<file path="src/dtr_pkg.sv">
package dtr_pkg;

  // ------------------------------------------------------------
  // Bus decode and field layout
  // ------------------------------------------------------------
  localparam logic REG_SEL_DATA = 1'b0;
  localparam logic REG_SEL_CTRL = 1'b1;
  localparam int DATA_W = 4;
  localparam int CTLA_TONE_EN_BIT = 0;
  localparam int CTLA_CP_MODE_BIT = 1;
  localparam int CTLA_IRQ_EN_BIT = 2;
  localparam int CTLA_SEL_B_BIT = 3;
  localparam int CTLB_NON_BURST_BIT = 0;
  localparam int CTLB_TEST_BIT = 1;
  localparam int CTLB_SINGLE_BIT = 2;
  localparam int CTLB_COLUMN_BIT = 3;
  localparam int STAT_IRQ_BIT = 0;
  localparam int STAT_TX_EMPTY_BIT = 1;
  localparam int STAT_RX_FULL_BIT = 2;
  localparam int STAT_STEER_BIT = 3;
  localparam logic [3:0] CTRL_RESET = 4'h0;
  localparam logic [3:0] DIGIT_RESET = 4'h0;

  // ------------------------------------------------------------
  // Burst timing, counted in tone oscillator periods
  // ------------------------------------------------------------
  localparam longint TONE_OSC_HZ = 3579545;
  localparam longint BURST_TIME_US = 51000;
  localparam longint BURST_TICKS_L = BURST_TIME_US * TONE_OSC_HZ / 1000000;
  localparam int BURST_TICKS = int'(BURST_TICKS_L);
  localparam int CP_BURST_FACTOR = 2;

  typedef struct packed {
    logic cs_n;
    logic reg_sel;
    logic rw;
    logic [3:0] data;
  } dtr_bus_t;

  typedef struct packed {
    logic sel_b;
    logic irq_en;
    logic cp_mode;
    logic tone_en;
  } dtr_ctrl_a_t;

  typedef struct packed {
    logic column;
    logic single;
    logic test;
    logic non_burst;
  } dtr_ctrl_b_t;

  typedef struct packed {
    logic steer_absent;
    logic rx_full;
    logic tx_empty;
    logic irq;
  } dtr_status_t;

  typedef struct packed {
    logic [3:0] digit;
    logic enable;
    logic single;
    logic column;
  } dtr_tone_t;

endpackage

</file>
<file path="src/dtr_burst_timer.sv">
`timescale 1ns/10ps
module dtr_burst_timer #(
  parameter int TICKS = dtr_pkg::BURST_TICKS
) (
  input wire logic clk_i,
  input wire logic rstn_i,
  input wire logic start_i,
  input wire logic long_i,
  input wire logic tick_i,
  input wire logic abort_i,
  output logic burst_o,
  output logic busy_o,
  output logic done_o
);
  import dtr_pkg::*;

  localparam int CNT_W = $clog2(TICKS * CP_BURST_FACTOR + 1);

  typedef enum logic [1:0] {T_IDLE, T_BURST, T_PAUSE} dtr_tstate_t;

  dtr_tstate_t state_r;
  logic [CNT_W-1:0] cnt_r;
  logic [CNT_W-1:0] len_r;

  initial begin
    if (TICKS < 1) begin
      $error("dtr_burst_timer: TICKS must be at least 1");
    end
  end

  assign burst_o = (state_r == T_BURST);
  assign busy_o = (state_r != T_IDLE);

  // ------------------------------------------------------------
  // Burst then equal pause, both counted in oscillator ticks
  // ------------------------------------------------------------
  always_ff @(posedge clk_i) begin
    if (!rstn_i) begin
      state_r <= T_IDLE;
      cnt_r <= '0;
      len_r <= '0;
      done_o <= 1'b0;
    end else begin
      done_o <= 1'b0;
      if (abort_i) begin
        state_r <= T_IDLE;
        cnt_r <= '0;
      end else if (start_i) begin
        // A new write restarts the burst with fresh timing
        state_r <= T_BURST;
        cnt_r <= '0;
        len_r <= long_i ? CNT_W'(TICKS * CP_BURST_FACTOR) : CNT_W'(TICKS);
      end else begin
        case (state_r)
          T_IDLE: begin
            cnt_r <= '0;
          end
          T_BURST, T_PAUSE: begin
            if (tick_i) begin
              if (cnt_r == len_r - 1'b1) begin
                cnt_r <= '0;
                if (state_r == T_BURST) begin
                  state_r <= T_PAUSE;
                end else begin
                  state_r <= T_IDLE;
                  done_o <= 1'b1;
                end
              end else begin
                cnt_r <= cnt_r + 1'b1;
              end
            end
          end
          default: begin
            state_r <= T_IDLE;
          end
        endcase
      end
    end
  end

endmodule

</file>
<file path="src/dtr_host_regs.sv">
`timescale 1ns/10ps
// Overview of operation
// - Select line and R/W pick four accesses
// - Receive digit holds last validated pair code
// - Transmit digit is write only, picks tones
// - Select bit routes next control write to B
// - Control A bit 0 gates the tone output
// - Call-progress mode, bit 1, stops receive latching
// - Call-progress plus enable puts wave on pin
// - Call-progress burst and pause last 102 ms
// - Interrupt enable pulls pin on rx or ready
// - Burst mode: burst, equal pause, then ready
// - Tone-pair burst and pause last 51 ms
// - Non-burst: host times tone by output enable
// - Test bit shows inverted steering, tone-pair only
// - Control B selects single tone, row or column
// - Status bit 0 follows bits 1, 2; read clears
// - Status bit 1 ready after pause; read clears
// - Status bit 2 set on receive latch; read clears
// - Status bit 3 tracks validated tone absence
// - Interrupt pin only pulls low or releases
// - Digit codes follow the standard keypad table
module dtr_host_regs #(
  parameter int BURST_TICKS_P = dtr_pkg::BURST_TICKS
) (
  input wire logic clk_i,
  input wire logic rstn_i,
  // Processor bus pins
  input wire logic phi2_i,
  input wire logic cs_n_i,
  input wire logic register_select_line_i,
  input wire logic rw_i,
  input wire logic [3:0] data_i,
  output logic [3:0] data_o,
  output logic data_oe_o,
  // Tone oscillator, sampled here
  input wire logic tone_osc_i,
  // Receiver side, same clock domain
  input wire logic [3:0] rx_code_i,
  input wire logic delayed_steer_i,
  input wire logic cp_wave_i,
  // Transmitter side
  output dtr_pkg::dtr_tone_t tone_o,
  // Open-drain interrupt or tone pin
  output logic interrupt_or_tone_pin_o,
  output logic interrupt_or_tone_pin_oe_o
);
  import dtr_pkg::*;

  initial begin
    if (BURST_TICKS_P < 1) begin
      $error("dtr_host_regs: BURST_TICKS_P must be at least 1");
    end
  end

  // ------------------------------------------------------------
  // Pin synchronisers
  // ------------------------------------------------------------
  dtr_bus_t bus_raw;
  dtr_bus_t bus_s;
  logic phi2_s;
  logic osc_s;

  assign bus_raw = '{cs_n: cs_n_i, reg_sel: register_select_line_i, rw: rw_i, data: data_i};

  dtr_sync2 #(
    .WIDTH($bits(dtr_bus_t) + 1)
  ) u_bus_sync (
    .clk_i(clk_i),
    .rstn_i(rstn_i),
    .async_i({phi2_i, bus_raw}),
    .sync_o({phi2_s, bus_s})
  );

  dtr_sync2 #(
    .WIDTH(1)
  ) u_osc_sync (
    .clk_i(clk_i),
    .rstn_i(rstn_i),
    .async_i(tone_osc_i),
    .sync_o(osc_s)
  );

  // ------------------------------------------------------------
  // Edge detection
  // ------------------------------------------------------------
  logic phi2_d_r;
  logic osc_d_r;
  logic steer_d_r;
  logic osc_tick;
  logic access_end;
  logic steer_rise;

  always_ff @(posedge clk_i) begin
    if (!rstn_i) begin
      phi2_d_r <= 1'b0;
      osc_d_r <= 1'b0;
      steer_d_r <= 1'b0;
    end else begin
      phi2_d_r <= phi2_s;
      osc_d_r <= osc_s;
      steer_d_r <= delayed_steer_i;
    end
  end

  assign osc_tick = osc_s & ~osc_d_r;
  // Bus cycle completes on the falling edge of the strobe
  assign access_end = phi2_d_r & ~phi2_s & ~bus_s.cs_n;
  assign steer_rise = delayed_steer_i & ~steer_d_r;

  // ------------------------------------------------------------
  // Access decode
  // ------------------------------------------------------------
  logic wr_tx;
  logic wr_ctrl;
  logic rd_status;

  assign wr_tx = access_end & (bus_s.reg_sel == REG_SEL_DATA) & ~bus_s.rw;
  assign wr_ctrl = access_end & (bus_s.reg_sel == REG_SEL_CTRL) & ~bus_s.rw;
  assign rd_status = access_end & (bus_s.reg_sel == REG_SEL_CTRL) & bus_s.rw;

  // ------------------------------------------------------------
  // Control registers sharing one address
  // ------------------------------------------------------------
  dtr_ctrl_a_t control_reg_a_r;
  dtr_ctrl_b_t control_reg_b_r;

  always_ff @(posedge clk_i) begin
    if (!rstn_i) begin
      control_reg_a_r <= dtr_ctrl_a_t'(CTRL_RESET);
      control_reg_b_r <= dtr_ctrl_b_t'(CTRL_RESET);
    end else if (wr_ctrl) begin
      if (control_reg_a_r.sel_b) begin
        control_reg_b_r <= dtr_ctrl_b_t'(bus_s.data);
        // One-shot redirect: following writes land in A again
        control_reg_a_r.sel_b <= 1'b0;
      end else begin
        control_reg_a_r <= dtr_ctrl_a_t'(bus_s.data);
      end
    end
  end

  logic cp_mode;
  logic burst_mode;

  assign cp_mode = control_reg_a_r.cp_mode;
  assign burst_mode = ~control_reg_b_r.non_burst;

  // ------------------------------------------------------------
  // Transmit path
  // ------------------------------------------------------------
  logic [3:0] transmit_digit_r;
  logic tx_burst;
  logic tx_busy;
  logic tx_done;

  always_ff @(posedge clk_i) begin
    if (!rstn_i) begin
      transmit_digit_r <= DIGIT_RESET;
    end else if (wr_tx) begin
      // Code passes as written; the synthesiser maps it to tones
      transmit_digit_r <= bus_s.data;
    end
  end

  dtr_burst_timer #(
    .TICKS(BURST_TICKS_P)
  ) u_burst (
    .clk_i(clk_i),
    .rstn_i(rstn_i),
    .start_i(wr_tx & burst_mode),
    .long_i(cp_mode),
    .tick_i(osc_tick),
    .abort_i(~burst_mode),
    .burst_o(tx_burst),
    .busy_o(tx_busy),
    .done_o(tx_done)
  );

  dtr_tone_t tone_r;

  always_ff @(posedge clk_i) begin
    if (!rstn_i) begin
      tone_r <= '0;
    end else begin
      tone_r.digit <= transmit_digit_r;
      // Non-burst: the host gates duration with the enable bit
      tone_r.enable <= control_reg_a_r.tone_en & (~burst_mode | tx_burst);
      tone_r.single <= control_reg_b_r.single;
      tone_r.column <= control_reg_b_r.column;
    end
  end

  assign tone_o = tone_r;

  // ------------------------------------------------------------
  // Receive path
  // ------------------------------------------------------------
  logic [3:0] receive_digit_r;
  logic rx_latch;

  // Call-progress mode suppresses receive latching; steering still reaches status bit 3
  assign rx_latch = steer_rise & ~cp_mode;

  always_ff @(posedge clk_i) begin
    if (!rstn_i) begin
      receive_digit_r <= DIGIT_RESET;
    end else if (rx_latch) begin
      receive_digit_r <= rx_code_i;
    end
  end

  // ------------------------------------------------------------
  // Status flags: a set in the clearing cycle wins
  // ------------------------------------------------------------
  dtr_status_t status_r;
  dtr_status_t status_nxt;
  logic tx_ready_evt;

  assign tx_ready_evt = tx_done & burst_mode;

  always_comb begin
    status_nxt = status_r;
    if (rd_status) begin
      status_nxt.irq = 1'b0;
      status_nxt.tx_empty = 1'b0;
      status_nxt.rx_full = 1'b0;
    end
    if (tx_ready_evt) begin
      status_nxt.tx_empty = 1'b1;
    end
    if (!burst_mode) begin
      status_nxt.tx_empty = 1'b0;
    end
    if (rx_latch) begin
      status_nxt.rx_full = 1'b1;
    end
    if (tx_ready_evt | rx_latch) begin
      status_nxt.irq = 1'b1;
    end
    // Unaffected by reads; the inverse of the steering level
    status_nxt.steer_absent = ~delayed_steer_i;
  end

  always_ff @(posedge clk_i) begin
    if (!rstn_i) begin
      status_r <= '0;
    end else begin
      status_r <= status_nxt;
    end
  end

  // ------------------------------------------------------------
  // Read data
  // ------------------------------------------------------------
  logic [3:0] data_r;

  // Frozen at strobe fall, so a read sees flags before the clear
  always_ff @(posedge clk_i) begin
    if (!rstn_i) begin
      data_r <= '0;
    end else if (phi2_s) begin
      data_r <= (bus_s.reg_sel == REG_SEL_CTRL) ? status_r : receive_digit_r;
    end
  end

  assign data_o = data_r;
  assign data_oe_o = phi2_s & phi2_d_r & ~bus_s.cs_n & bus_s.rw;

  // ------------------------------------------------------------
  // Interrupt or tone pin
  // ------------------------------------------------------------
  logic pin_low_r;

  always_ff @(posedge clk_i) begin
    if (!rstn_i) begin
      pin_low_r <= 1'b0;
    end else if (control_reg_b_r.test & ~cp_mode) begin
      pin_low_r <= delayed_steer_i;
    end else if (control_reg_a_r.irq_en & cp_mode) begin
      pin_low_r <= ~cp_wave_i;
    end else if (control_reg_a_r.irq_en) begin
      pin_low_r <= status_nxt.irq;
    end else begin
      pin_low_r <= 1'b0;
    end
  end

  // Never drives high; the board pull-up supplies the idle level
  assign interrupt_or_tone_pin_o = 1'b0;
  assign interrupt_or_tone_pin_oe_o = pin_low_r;

endmodule

</file>
<file path="src/dtr_sync2.sv">
`timescale 1ns/10ps
module dtr_sync2 #(
  parameter int WIDTH = 1
) (
  input wire logic clk_i,
  input wire logic rstn_i,
  input wire logic [WIDTH-1:0] async_i,
  output logic [WIDTH-1:0] sync_o
);

  logic [WIDTH-1:0] meta_r;

  initial begin
    if (WIDTH < 1) begin
      $error("dtr_sync2: WIDTH must be at least 1");
    end
  end

  // First stage feeds only the second stage
  always_ff @(posedge clk_i) begin
    if (!rstn_i) begin
      meta_r <= '0;
      sync_o <= '0;
    end else begin
      meta_r <= async_i;
      sync_o <= meta_r;
    end
  end

endmodule

</file>
<file path="config.mk">
export PLATFORM = sky130hd
export DESIGN_NAME = dtr_host_regs
export DESIGN_NICKNAME = d
export VERILOG_FILES = /design/src/dtr_pkg.sv /design/src/dtr_burst_timer.sv /design/src/dtr_host_regs.sv /design/src/dtr_sync2.sv
export SDC_FILE = /design/constraint.sdc
export NUM_CORES = 1
export LEC_CHECK = 0
export ABC_AREA = 1
export BUFFER_PORTS_ARGS = -buffer_cell sky130_fd_sc_hd__buf_2
export CAP_MARGIN = 20
export CORE_MARGIN = 8
export CORE_UTILIZATION = 47
export CTS_BUF_LIST = sky130_fd_sc_hd__clkbuf_16
export DETAILED_ROUTE_END_ITERATION = 12
export PLACE_DENSITY = 0.74
export SYNTH_ARGS = -nofsm -noshare
export SYNTH_HDL_FRONTEND = slang
export SYNTH_SLANG_ARGS = --single-unit
</file>
<file path="constraint.sdc">
create_clock -name clk_i -period 6.8 [get_ports clk_i]
set_input_delay 0.68 -clock clk_i [delete_from_list [all_inputs] [get_ports clk_i]]
set_output_delay 0.68 -clock clk_i [all_outputs]
set_load 0.02 [all_outputs]
</file>
Word level (Yosys, flattened, before mapping)
Cells that the tools add are included.
{"block": "totals", "register_bits": 94, "in_bits": 17, "word_cells": 111}
{"block": "classes", "addsub": 2, "eq_ne": 8, "mux": 19, "bitwise_logic": 36, "reduce_logical": 14}
{"cell": "$mux W19", "count": 3}
{"cell": "$pmux W19 S2", "count": 1}
{"cell": "$add A19 B1 Y19 const B", "count": 1}
{"cell": "$eq A19 B19 Y1", "count": 1}
{"cell": "$sub A19 B1 Y19 const B", "count": 1}
{"cell": "$and A1 B1 Y1", "count": 18}
{"cell": "$not A1 Y1", "count": 16}
{"cell": "$mux W1", "count": 9}
{"cell": "$reduce_and A2 Y1", "count": 4}
{"cell": "$mux W2", "count": 3}
{"cell": "$reduce_and A3 Y1", "count": 2}
{"cell": "$reduce_bool A2 Y1", "count": 3}
{"cell": "$reduce_or A6 Y1", "count": 1}
{"cell": "$mux W4", "count": 1}
{"cell": "$ne A2 B1 Y1 const B", "count": 2}
{"cell": "$pmux W2 S2", "count": 1}
{"cell": "$reduce_or A2 Y1", "count": 2}
{"cell": "$mux W3", "count": 1}
{"cell": "$ne A3 B1 Y1 const B", "count": 1}
{"cell": "$ne A3 B2 Y1 const B", "count": 1}
{"cell": "$reduce_or A3 Y1", "count": 1}
{"cell": "$eq A2 B1 Y1 const B", "count": 1}
{"cell": "$eq A2 B2 Y1 const B", "count": 1}
{"cell": "$logic_not A2 Y1", "count": 1}
{"cell": "2 further kinds", "count": 3}

Depth between registers and ports, before layout
Gate-level depths: netlist (run 1).
{"block": "logic_depth", "depth_word": 10, "mapped_depth": 15}

Modules after synthesis
Synthesis (run 1) repeated with hierarchy kept, for this count alone.
{"block": "hier_totals", "cells_unflattened": 466, "area_unflattened_um2": 3595.9}
{"mod": "dtr_burst_timer", "instances": 1, "cells_each": 234, "area_each_um2": 1679.1}
{"mod": "dtr_host_regs", "instances": 1, "cells_each": 176, "area_each_um2": 1377.6}
{"mod": "dtr_sync2 at u_bus_sync", "instances": 1, "cells_each": 50, "area_each_um2": 484.2}
{"mod": "dtr_sync2 at u_osc_sync", "instances": 1, "cells_each": 6, "area_each_um2": 55.1}

Worst setup path before layout (run 1)
Ideal clock, no wire load.
{"block": "synth_timing", "path_type": "reg2reg", "start": "register u_burst.len_r[17]", "end": "register u_burst.cnt_r[10]", "arrival_time_ps": 2115, "t_required_ps": 6681, "slack_ps": 4566, "stages_incl_launch_ff": 16, "n_path_buf": 1, "synth_period_minus_slack_ps": 2234, "cell_sequence": "dfxtp_1 -> inv_2 -> ha_1 -> ha_1 -> inv_1 -> nand2_1 -> nand3_1 -> nor2_1 -> nand2_1 -> nor2_1 -> nand3_2 -> o21bai_4 -> nand2_2 -> nand2_4 -> buf_12 -> nor2_2"}
{"block": "synth_via", "elab_chain_cells": 5}
{"element": "start, declared", "line": "dtr_burst_timer.sv:23", "text": "logic [CNT_W-1:0] len_r;"}
{"element": "start signal, assigned", "line": "dtr_burst_timer.sv:52", "text": "len_r <= long_i ? CNT_W'(TICKS * CP_BURST_FACTOR) : CNT_W'(TICKS);"}
{"element": "$sub A19 B1 Y19", "line": "dtr_burst_timer.sv:60", "text": "if (cnt_r == len_r - 1'b1) begin"}
{"element": "$eq A19 B19 Y1", "line": "dtr_burst_timer.sv:60"}
{"element": "$mux W19", "line": "dtr_burst_timer.sv:60"}
{"element": "$mux W19", "line": "dtr_burst_timer.sv:59", "text": "if (tick_i) begin"}
{"element": "$pmux W19 S2", "line": "dtr_burst_timer.sv:54", "text": "case (state_r)"}
{"element": "end signal, assigned", "line": "dtr_burst_timer.sv:69", "text": "cnt_r <= cnt_r + 1'b1;"}
{"element": "end, declared", "line": "dtr_burst_timer.sv:22", "text": "logic [CNT_W-1:0] cnt_r;"}
Every way passes these cells. The select of a mux whose other input is x is not followed.
A chain may end at the register's enable or synchronous reset.

Final worst setup path (run 1)
{"block": "layout_timing", "start": "register u_burst.len_r[17]", "end": "register u_burst.cnt_r[4]"}
Same word-level chain as after synthesis.

==> results.md, run 1 <==
* Final period util at 36.2%
* PwrDens at 255 nW/um^2
* Worst slew margin at 54.7%
* Simple-gate share of the synthesized area at 27.4%
* CP Capture Type: register
* Total global-route track usage at 15.5%
* Top FF cell, synth: dfxtp_1
* Post-cts sizing count at 0
* Min-delay worst type: reg2reg
* Core area at 7100 um^2
* Sequential cell area fraction in the yosys report at 46.5%
* Worst VDD drop at 0.166 mV
* Final Critical Period at 2.46 ns
* Final design utilization at 54.6%
* Final setup violation count at 0
* Max Slew Vio Count at 0
* Post-route ant nets at 0
* FF+latch count, synth at 78
* Tot Pwr at 0.000989 W
* DIE AREA at 10100 um^2
* Initial DRC count at 184
* # Post-CTS Setup Buffers at 0
* Mux contribution to synthesized area at 0%
* DR pass1 iterations at 5
* Die extent in x at 101 um
* HP Start: u_bus_sync.meta_r[4]
* Family with the most delay on the worst path: simple AND/OR/NAND/NOR gates
* Clock skew at 0.00764 ns
* CP max stage cell: dfxtp_1
* Share of layout cells above drive strength 1 at 14.0%
* Antenna diodes at 0
* Buffers added on ports at 29
* Starting Density at 47.3%
* Final hold vios at 0
* CTS tree: built
* Count leader, synth: nand2_1
* Vias in the first global route at 2817
* Reg-to-reg endpoint: u_burst.cnt_r[4]
* Cts bufs inserted at 9
* First-pass GRT wire length at 12500 um
* Xor and xnor area share after synthesis at 2.87%
* Layout area overhead at 15.2%
* Largest net degree at the start of global routing at 47
* Fmax at 0.406 GHz
* Cell taking the most area after synthesis: dfxtp_1
* Critical Path Fanout Max at 17
* Worst EP required at 7.02 ns
* Commonest cells post-synth: nand2_1 (108), dfxtp_1 (78), inv_1 (75), nor2_1 (47), o21ai_0 (29)
* Via count at 2853
* Max_cap viols at 0
* CP Class: reg2reg
* Crit path largest cell delay at 0.47 ns
* Fillcell total at 655
* Setup TNS at 0 ns
* Via density at 4.81
* Max Root-Sink Buffers at 2
* Worst R2R Setup Slack at 4.34 ns
* H-tree Lvls at 3
* Initial antenna violation count at 0
* Worst Hold End: u_bus_sync.sync_o[4]
* Hold Buf Count CTS at 0
* DRT Wirelength at 7140 um
* Clock network latency to the later pin of the worst-skew pair at 0.34 ns
* Die Height at 101 um
* DRC at 0
* Mapped Area at 3360 um^2
* Crit-path cells: inv_2 > ha_1 > ha_1 > inv_1 > nand2_1 > nand3_1 > nor2_1 > nand2_1 > nor2_1 > nand3_2 > o21bai_4 > nand2_2 > nand2_4 > nor2_1
* CTS root buf: clkbuf_16
* Synth Instances at 456
* Hold Crit Depth at 2
* Buf/Inv on CP at 2
* Hpwl dp at 5270 um
* Static leakage at 1.78 nW
* Status: completed
* Critical path arrival at 2.69 ns
* Clk sink count at 78
* Critical path's most frequent cell: nor2_1
* IO Count at 31
* Synth Area in Compound Gates at 10.5%
* Final #Nets at 513
* Yosys warns at 0
* Largest family of logic cells by synthesized area: simple AND/OR/NAND/NOR gates
* Cell variety after synth at 36
* R2r worst-path depth at 14
* Post-Syn Nets at 480
* Gr ovfl total at 0
* Slew @ Worst Pin at 0.679 ns
* Routability congestion estimate at 0.864
* RSZ-0062 raised after global routing: false
* Post-synth top area share at 46.5%
* Rows at 31
* Number of synthesized flops with an enable pin at 0
* Drt wl/cell at 12.0 um
* CP Launch Type: register
* Worst r2r src: u_burst.len_r[17]
* Fraction of registers with async set or reset after synthesis at 0%
* Adder-cell share of the synthesized area at 2.61%
* Clk slew on worst S/H paths at 0.06 ns
* Ranking of synthesized cells by area: dfxtp_1 (46%), nand2_1 (12%), inv_1 (8.4%), nor2_1 (5.2%), o21ai_0 (4.3%)
* Synth Area per Inst at 7.37 um^2
==> power breakdown <==
group          switching (W)  internal [W]
Clock               0.000205      0.000256
Combinational      0.0000348     0.0000181
Sequential        0.00000612      0.000469
Total               0.000246      0.000743
==> tightest hold or removal path: cells and delay by family, from the launching register on <==
kind                   cells  cell delay, ns
buffers and inverters      1            0.04
flip-flops                 1            0.31
AND/OR/NAND/NOR            1            0.04
==> placed cells by master, fill, tap and decap left out, types with 3 or more instances in the layout <==
cell type and count:
nor3_1 4, nor2_1 47, o21ai_0 29, nand2_1 108
nor2_2 12, nand3b_1 3, o22ai_1 5, ha_1 7
inv_1 75, nand2_2 4, a21oi_1 25, buf_2 29
nand3_1 20, nor4_1 4, xor2_1 9, clkbuf_16 9
dfxtp_1 78
==> state kept, by name, indices dropped and copies added (netlist names) <==
register                    flops
u_burst.cnt_r                  19
u_bus_sync.meta_r               8
u_bus_sync.sync_o               8
tone_o                          7
control_reg_b_r                 4
data_o                          4
receive_digit_r                 4
status_r                        4
transmit_digit_r                4
control_reg_a_r                 3
u_burst.len_r                   3
u_burst.state_r                 2
cp_mode                         1
interrupt_or_tone_pin_oe_o      1
osc_d_r                         1
phi2_d_r                        1
steer_d_r                       1
u_burst.done_o                  1
u_osc_sync.meta_r               1
u_osc_sync.sync_o               1
==> metal layers <==
| metal | wire [um] | share of wire (%) | vias to the layer above | track usage (%) |
|---|---|---|---|---|
| met5 | 0 | 0 | - | 0 |
| met4 | 103 | 1.4 | 0 | 6.51 |
| met3 | 345 | 4.8 | 10 | 4.42 |
| met2 | 3500 | 49 | 75 | 26.6 |
| met1 | 3190 | 45 | 1286 | 17.7 |
| li1 | - | - | 1482 | - |
==> final cells by class <==
class | count | area [um^2] | share of cell area, %
flip-flops and latches | 78 | 1560 | 40.3
multi-input cells | 294 | 1460 | 37.8
inverters | 77 | 289 | 7.46
clock buffers | 9 | 225 | 5.82
repair buffers | 29 | 145 | 3.75
well taps | 99 | 124 | 3.20
clock inverters | 7 | 65.1 | 1.68
==> how the worst max path moves through the flow <==
stage                 startpoint                end  slack, ns  cells past startpoint
2_1_floorplan  u_burst.len_r[17]  u_burst.cnt_r[10]       4.57                     15
3_3_place_gp              rstn_i     u_burst.done_o       4.25                      7
3_5_place_dp              rstn_i     u_burst.done_o       4.19                      7
4_1_cts        u_burst.len_r[17]   u_burst.cnt_r[4]       4.33                     14
5_1_grt        u_burst.len_r[17]   u_burst.cnt_r[4]       4.12                     14
6_report       u_burst.len_r[17]   u_burst.cnt_r[4]       4.34                     14
==> per-stage QoR <==
stage	hold WS, ns	setup slack, ns	std cells	instance area (um^2)
3_3_place_gp	0.394	4.25	577	3580
2_1_floorplan	0.390	4.57	456	3360
6_report	0.410	4.34	593	3870
5_1_grt	0.439	4.12	593	3870
3_5_place_dp	0.399	4.19	577	3580
4_1_cts	0.415	4.33	593	3870
==> cells by family (layout without fill, tap and decap cells) <==
family	Yosys count	count (layout)
AO/OA/AOI/OAI	65	65
XOR/XNOR	11	11
adder cells (fa/ha/maj)	7	7
buffers and inverters	84	122
flip-flops	78	78
other	1	1
AND/OR/NAND/NOR	210	210
No activity file was read; power rests on OpenSTA's default activity.
==> run 2, diff against run 1 <==
Settings changed: ABC_AREA 1 to 0, PLACE_DENSITY 0.74 to 0.76.
Clock period 6.8 ns to 2.1 ns, I/O delays scaled along.
==> results.md, run 2 <==
* Status: finished with violations
* Violated checks: setup timing
* Clock skew at 0.00544 ns
* Cell taking the most area after synthesis: dfxtp_1
* Post-Syn Nets at 390
* DRC at 0
* Die Height at 101 um
* CP Launch Type: register
* Final #Nets at 440
* Clk slew on worst S/H paths at 0.07 ns
* Fin area at 4210 um^2
* Commonest non-fill, non-tap cell in the layout: dfxtp_1
* Drt wl/cell at 13.3 um
* Most flops, register: u_burst.cnt_r
* Tot Pwr at 0.00323 W
* CTS tree: built
* CP Class: reg2reg
* Final setup violation count at 20
* Final hold vios at 0
* Regs by FF count: u_burst.cnt_r: 19 flops, u_bus_sync.meta_r: 8 flops, u_bus_sync.sync_o: 8 flops
* Largest net degree at the start of global routing at 36
* Initial antenna violation count at 0
* Post-route ant nets at 0
* Post-synth top area share at 46.0%
* Sequential cell area fraction in the yosys report at 46.0%
* Fmax at 0.460 GHz
* Starting Density at 47.6%
* Core area at 7140 um^2
* Die extent in x at 101 um
* Synth Instances at 366
* Final period util at 103%
* Via density at 5.09
* RSZ-0062 raised after global routing: true
* Rows at 31
* Routability congestion estimate at 0.846
* First-pass GRT wire length at 11800 um
* Synth Area per Inst at 9.27 um^2
* Vias in the first global route at 2713
* Max Slew Vio Count at 0
* Critical Path Fanout Max at 16
* Mapped Area at 3390 um^2
* Max Root-Sink Buffers at 2
* Number of synthesized flops with an enable pin at 0
* Final worst setup slack at -0.0726 ns
* CP Capture Type: register
* FF+latch count, synth at 78
* Total global-route track usage at 14.2%
* Initial DRC count at 134
* Max_cap viols at 0
* Buffers added on ports at 29
* Hold Buf Count CTS at 0
* Final design utilization at 58.9%
* Share of layout cells above drive strength 1 at 22.6%
* Hold Crit Depth at 2
* Fraction of registers with async set or reset after synthesis at 0%
* Min-delay worst type: in2reg
* Antenna diodes at 0
* CTS root buf: clkbuf_16
* Commonest non-fill, non-tap cells in the layout: dfxtp_1 (76), nand2_1 (37), nor2_1 (31), and2_1 (31), buf_2 (29)
* PwrDens at 769 nW/um^2
* Gr ovfl total at 0
* Hpwl dp at 4880 um
* Worst EP required at 2.33 ns
* Worst VDD drop at 0.447 mV
* DIE AREA at 10200 um^2
* DP Area at 3820 um^2
* WHS at 0.0703 ns
* DRT Wirelength at 6900 um
* Via count at 2647
* Clk sink count at 78
* Post-place setup slack at -0.149 ns
* Cts bufs inserted at 9
* Top FF cell, synth: dfxtp_1
* Ranking of synthesized cells by area: dfxtp_1 (46%), and2_1 (5.7%), mux2i_1 (4.1%), nand2_1 (4.1%), xor2_1 (3.9%)
* Largest register FFs at 19
* Critical path arrival at 2.40 ns
* Layout area overhead at 23.9%
* DR pass1 iterations at 6
* IO Count at 31
* Final Critical Period at 2.17 ns
* Commonest cells post-synth: dfxtp_1 (78), nand2_1 (37), nor2_1 (33), and2_1 (31), xor2_1 (15)
* Clock network latency to the later pin of the worst-skew pair at 0.34 ns
* Yosys warns at 0
* H-tree Lvls at 3
* Cell variety after synth at 53
* R2r worst-path depth at 10
* Static leakage at 1.72 nW
* Count leader, synth: dfxtp_1
==> run 2: changes by cell type after synthesis, sizes merged, moves of 11 or more <==
cell	before	now
nor2	60	33
and2	0	31
o21ai	30	7
nor2b	0	14
mux2i	0	14
nand3	22	11
a21oi	25	7
inv	76	7
nand2	113	37
==> run 2: cell type report <==
| cell class | instances | area [um^2] |
|---|---|---|
| flip-flops and latches | 78 | 1570 |
| multi-input cells | 264 | 1820 |
| well taps | 99 | 124 |
| inverters | 7 | 28.8 |
| repair buffers | 56 | 364 |
| fillers | 637 | 2930 |
| clock inverters | 7 | 73.8 |
| clock buffers | 9 | 225 |
==> run 2: path summary, 6_finish.rpt <==
kind,start,endpoint,slack (ns)
max reg2reg,u_burst.len_r[17],u_burst.cnt_r[17],-0.07
min,delayed_steer_i,status_r[3],0.07
min reg2reg,u_osc_sync.meta_r,u_osc_sync.sync_o,0.43
max,u_burst.len_r[17],u_burst.cnt_r[17],-0.07
==> run 2: worst max-delay path, cell delays in order, from the launching register on <==
cell and delay [ns]:
dfxtp_4 0.36, inv_4 0.04, ha_4 0.17, or3_1 0.31
a211o_1 0.31, o211ai_2 0.07, nor4b_4 0.25, nand3_2 0.15
a31oi_4 0.19, buf_12 0.16, nor2_1 0.05
==> run 2: cells by family (layout without fill, tap and decap cells) <==
logic type	after synthesis	count (layout)	share of synthesized area, %
AND/OR/NAND/NOR	172	172	27.5
flip-flops	78	78	46.0
AO/OA/AOI/OAI	48	48	10.7
buffers and inverters	24	79	3.32
XOR/XNOR	22	22	5.68
multiplexers	14	14	4.13
adder cells (fa/ha/maj)	7	7	2.58
other	1	1	0.110
==> run 2: stage by stage <==
stage / setup TNS, ns / cells
after floorplan: -4.85 / 366
after global placement: -1.38 / 503
after detailed placement: -2.64 / 503
after CTS: -1.03 / 519
after global routing: -2.87 / 520
final: -1.17 / 520
==> run 2: metal layers <==
layer,vias up,routed length (um),GRT usage [%]
met1,1232,3160,16.7
li1,1344,-,-
met2,54,3340,23.9
met3,17,251,3.59
met5,-,0,0
met4,0,153,6.19
==> run 2: timing repair <==
action / CTS / global route
endpoints found under the setup margin: 22 / 22
cloned: 0 / 0
resized for setup: 2 / 16
pin swaps: 6 / 0
setup buffers: 0 / 1
==> run 2: where the power goes <==
part           internal (W)  leakage [nW]  switching, W
logic             0.0000953         0.934     0.0000938
clock network      0.000841         0.148      0.000675
registers           0.00151         0.636     0.0000167
==> run 3, diff against run 2 <==
Settings changed: SETUP_SLACK_MARGIN set to 0.02.
==> results.md, run 3 (synthesized netlist as in run 2, its figures left out) <==
* Hold Crit Depth at 2
* Setup TNS at -1.17 ns
* Die Height at 101 um
* Layout area overhead at 23.9%
* Buf/Inv on CP at 2
* H-tree Lvls at 3
* Crit-path cells: inv_4 > ha_4 > or3_1 > a211o_1 > o211ai_2 > nor4b_4 > nand3_2 > a31oi_4 > buf_12 > nor2_1
* Cts bufs inserted at 9
* DIE AREA at 10200 um^2
* Fmax at 0.460 GHz
* Critical Path Fanout Max at 16
* CP Launch Type: register
* Max Slew Vio Count at 0
* Static leakage at 1.72 nW
* CTS tree: built
* Clk slew on worst S/H paths at 0.07 ns
* Min-delay worst type: in2reg
* M1 GR Usage at 16.7%
* Critical path startpoint: u_burst.len_r[17]
* CP max stage cell: dfxtp_4
* Initial antenna violation count at 0
* Non-filler cells in the finished layout at 520
* Initial DRC count at 134
* DR pass1 iterations at 6
* CP Capture Type: register
* Max Root-Sink Buffers at 2
* IO Count at 31
* Share of layout cells above drive strength 1 at 22.6%
* Clk sink count at 78
* Drt wl/cell at 13.3 um
* M3 GR Usage at 3.59%
* Total global-route track usage at 14.2%
* Commonest non-fill, non-tap cell in the layout: dfxtp_1
* PwrDens at 769 nW/um^2
* Fillcell total at 637
* Worst EP required at 2.33 ns
* Regs by FF count: u_burst.cnt_r: 19 flops, u_bus_sync.meta_r: 8 flops, u_bus_sync.sync_o: 8 flops
* Die extent in x at 101 um
* Violated checks: setup timing
* CP Class: reg2reg
* Hpwl dp at 4880 um
* Most flops, register: u_burst.cnt_r
* Starting Density at 47.6%
* Post-place setup slack at -0.149 ns
* Max_cap viols at 0
* Commonest non-fill, non-tap cells in the layout: dfxtp_1 (76), nand2_1 (37), nor2_1 (31), and2_1 (31), buf_2 (29)
* Rows at 31
* RSZ-0062 raised after global routing: true
* Final design utilization at 58.9%
* GR Util met2 at 23.9%
* Final period util at 103%
* Worst VDD drop at 0.447 mV
* R2r worst-path depth at 10
* Hold Buf Count CTS at 0
* Clock network latency to the later pin of the worst-skew pair at 0.34 ns
* Worst R2R Setup Slack at -0.07 ns
* Routability congestion estimate at 0.846
* Antenna diodes at 0
* Worst r2r src: u_burst.len_r[17]
* Buffers added on ports at 29
* DRC at 0
* Via density at 5.09
* Final #Nets at 440
* Core area at 7140 um^2
* Worst Hold End: status_r[3]
* CTS root buf: clkbuf_16
* HP Start: delayed_steer_i
* Final setup violation count at 20
* Largest register FFs at 19
* Grt peak-use layer: met2
* Via count at 2647
* Final hold vios at 0
* First-pass GRT wire length at 11800 um
* WHS at 0.0703 ns
* Final Critical Period at 2.17 ns
* Status: finished with violations
* Largest net degree at the start of global routing at 36
* DRT Wirelength at 6900 um
* Critical path arrival at 2.40 ns
* Family with the most delay on the worst path: simple AND/OR/NAND/NOR gates
* Reg-to-reg endpoint: u_burst.cnt_r[17]
* Final worst setup slack at -0.0726 ns
* Post-Place Cells at 503
* Vias in the first global route at 2713
* Crit path largest cell delay at 0.36 ns
* Clock skew at 0.00544 ns
* Gr ovfl total at 0
* Post-route ant nets at 0
-- run 3: cell counts in the layout (fill, tap and decap cells not counted) --
Identical to the previous run, type by type.
-- run 3: worst max path at each step --
stage,endpoint,slack (ns),cells after the start
5_1_grt,u_burst.cnt_r[15],-0.16,10
3_3_place_gp,u_burst.cnt_r[17],-0.08,11
2_1_floorplan,u_burst.cnt_r[18],-0.33,12
6_report,u_burst.cnt_r[17],-0.07,10
4_1_cts,u_burst.cnt_r[5],-0.06,11
3_5_place_dp,u_burst.cnt_r[17],-0.15,11
-- run 3: where the power goes --
group          internal (W)  switching [W]  total [W]
logic             0.0000953      0.0000938   0.000189
registers           0.00151      0.0000167    0.00153
clock network      0.000841       0.000675    0.00152
-- run 3: per-layer routing --
layer	up-vias	wire length, um
met2	54	3340
met1	1232	3160
met4	0	153
li1	1344	-
met3	17	251
met5	-	0
-- run 3: repair_timing --
action,CTS,global route
pin swaps,6,0
gates resized for setup,2,16
buffers inserted,0,1
endpoints found under the setup margin,22,22
-- run 3: worst reg2reg max path, stage by stage, from the launching register on --
cell and delay (ns):
dfxtp_4 0.36, inv_4 0.04, ha_4 0.17, or3_1 0.31, a211o_1 0.31, o211ai_2 0.07
nor4b_4 0.25, nand3_2 0.15, a31oi_4 0.19, buf_12 0.16, nor2_1 0.05
-- run 3: final cells by class --
class                   instances  area, um^2  area share [%]
clock buffers                   9         225            5.36
clock inverters                 7        73.8            1.76
inverters                       7        28.8           0.684
multi-input cells             264        1820            43.4
flip-flops and latches         78        1570            37.3
well taps                      99         124            2.95
repair buffers                 56         364            8.66
-- run 3: through the flow --
stage	power, W	cell area [um^2]
after detailed placement	0.00174	3820
after global routing	0.00335	4210
final	0.00323	4210
after global placement	0.00173	3820
after floorplan	0.00168	3440
after CTS	0.00326	4120
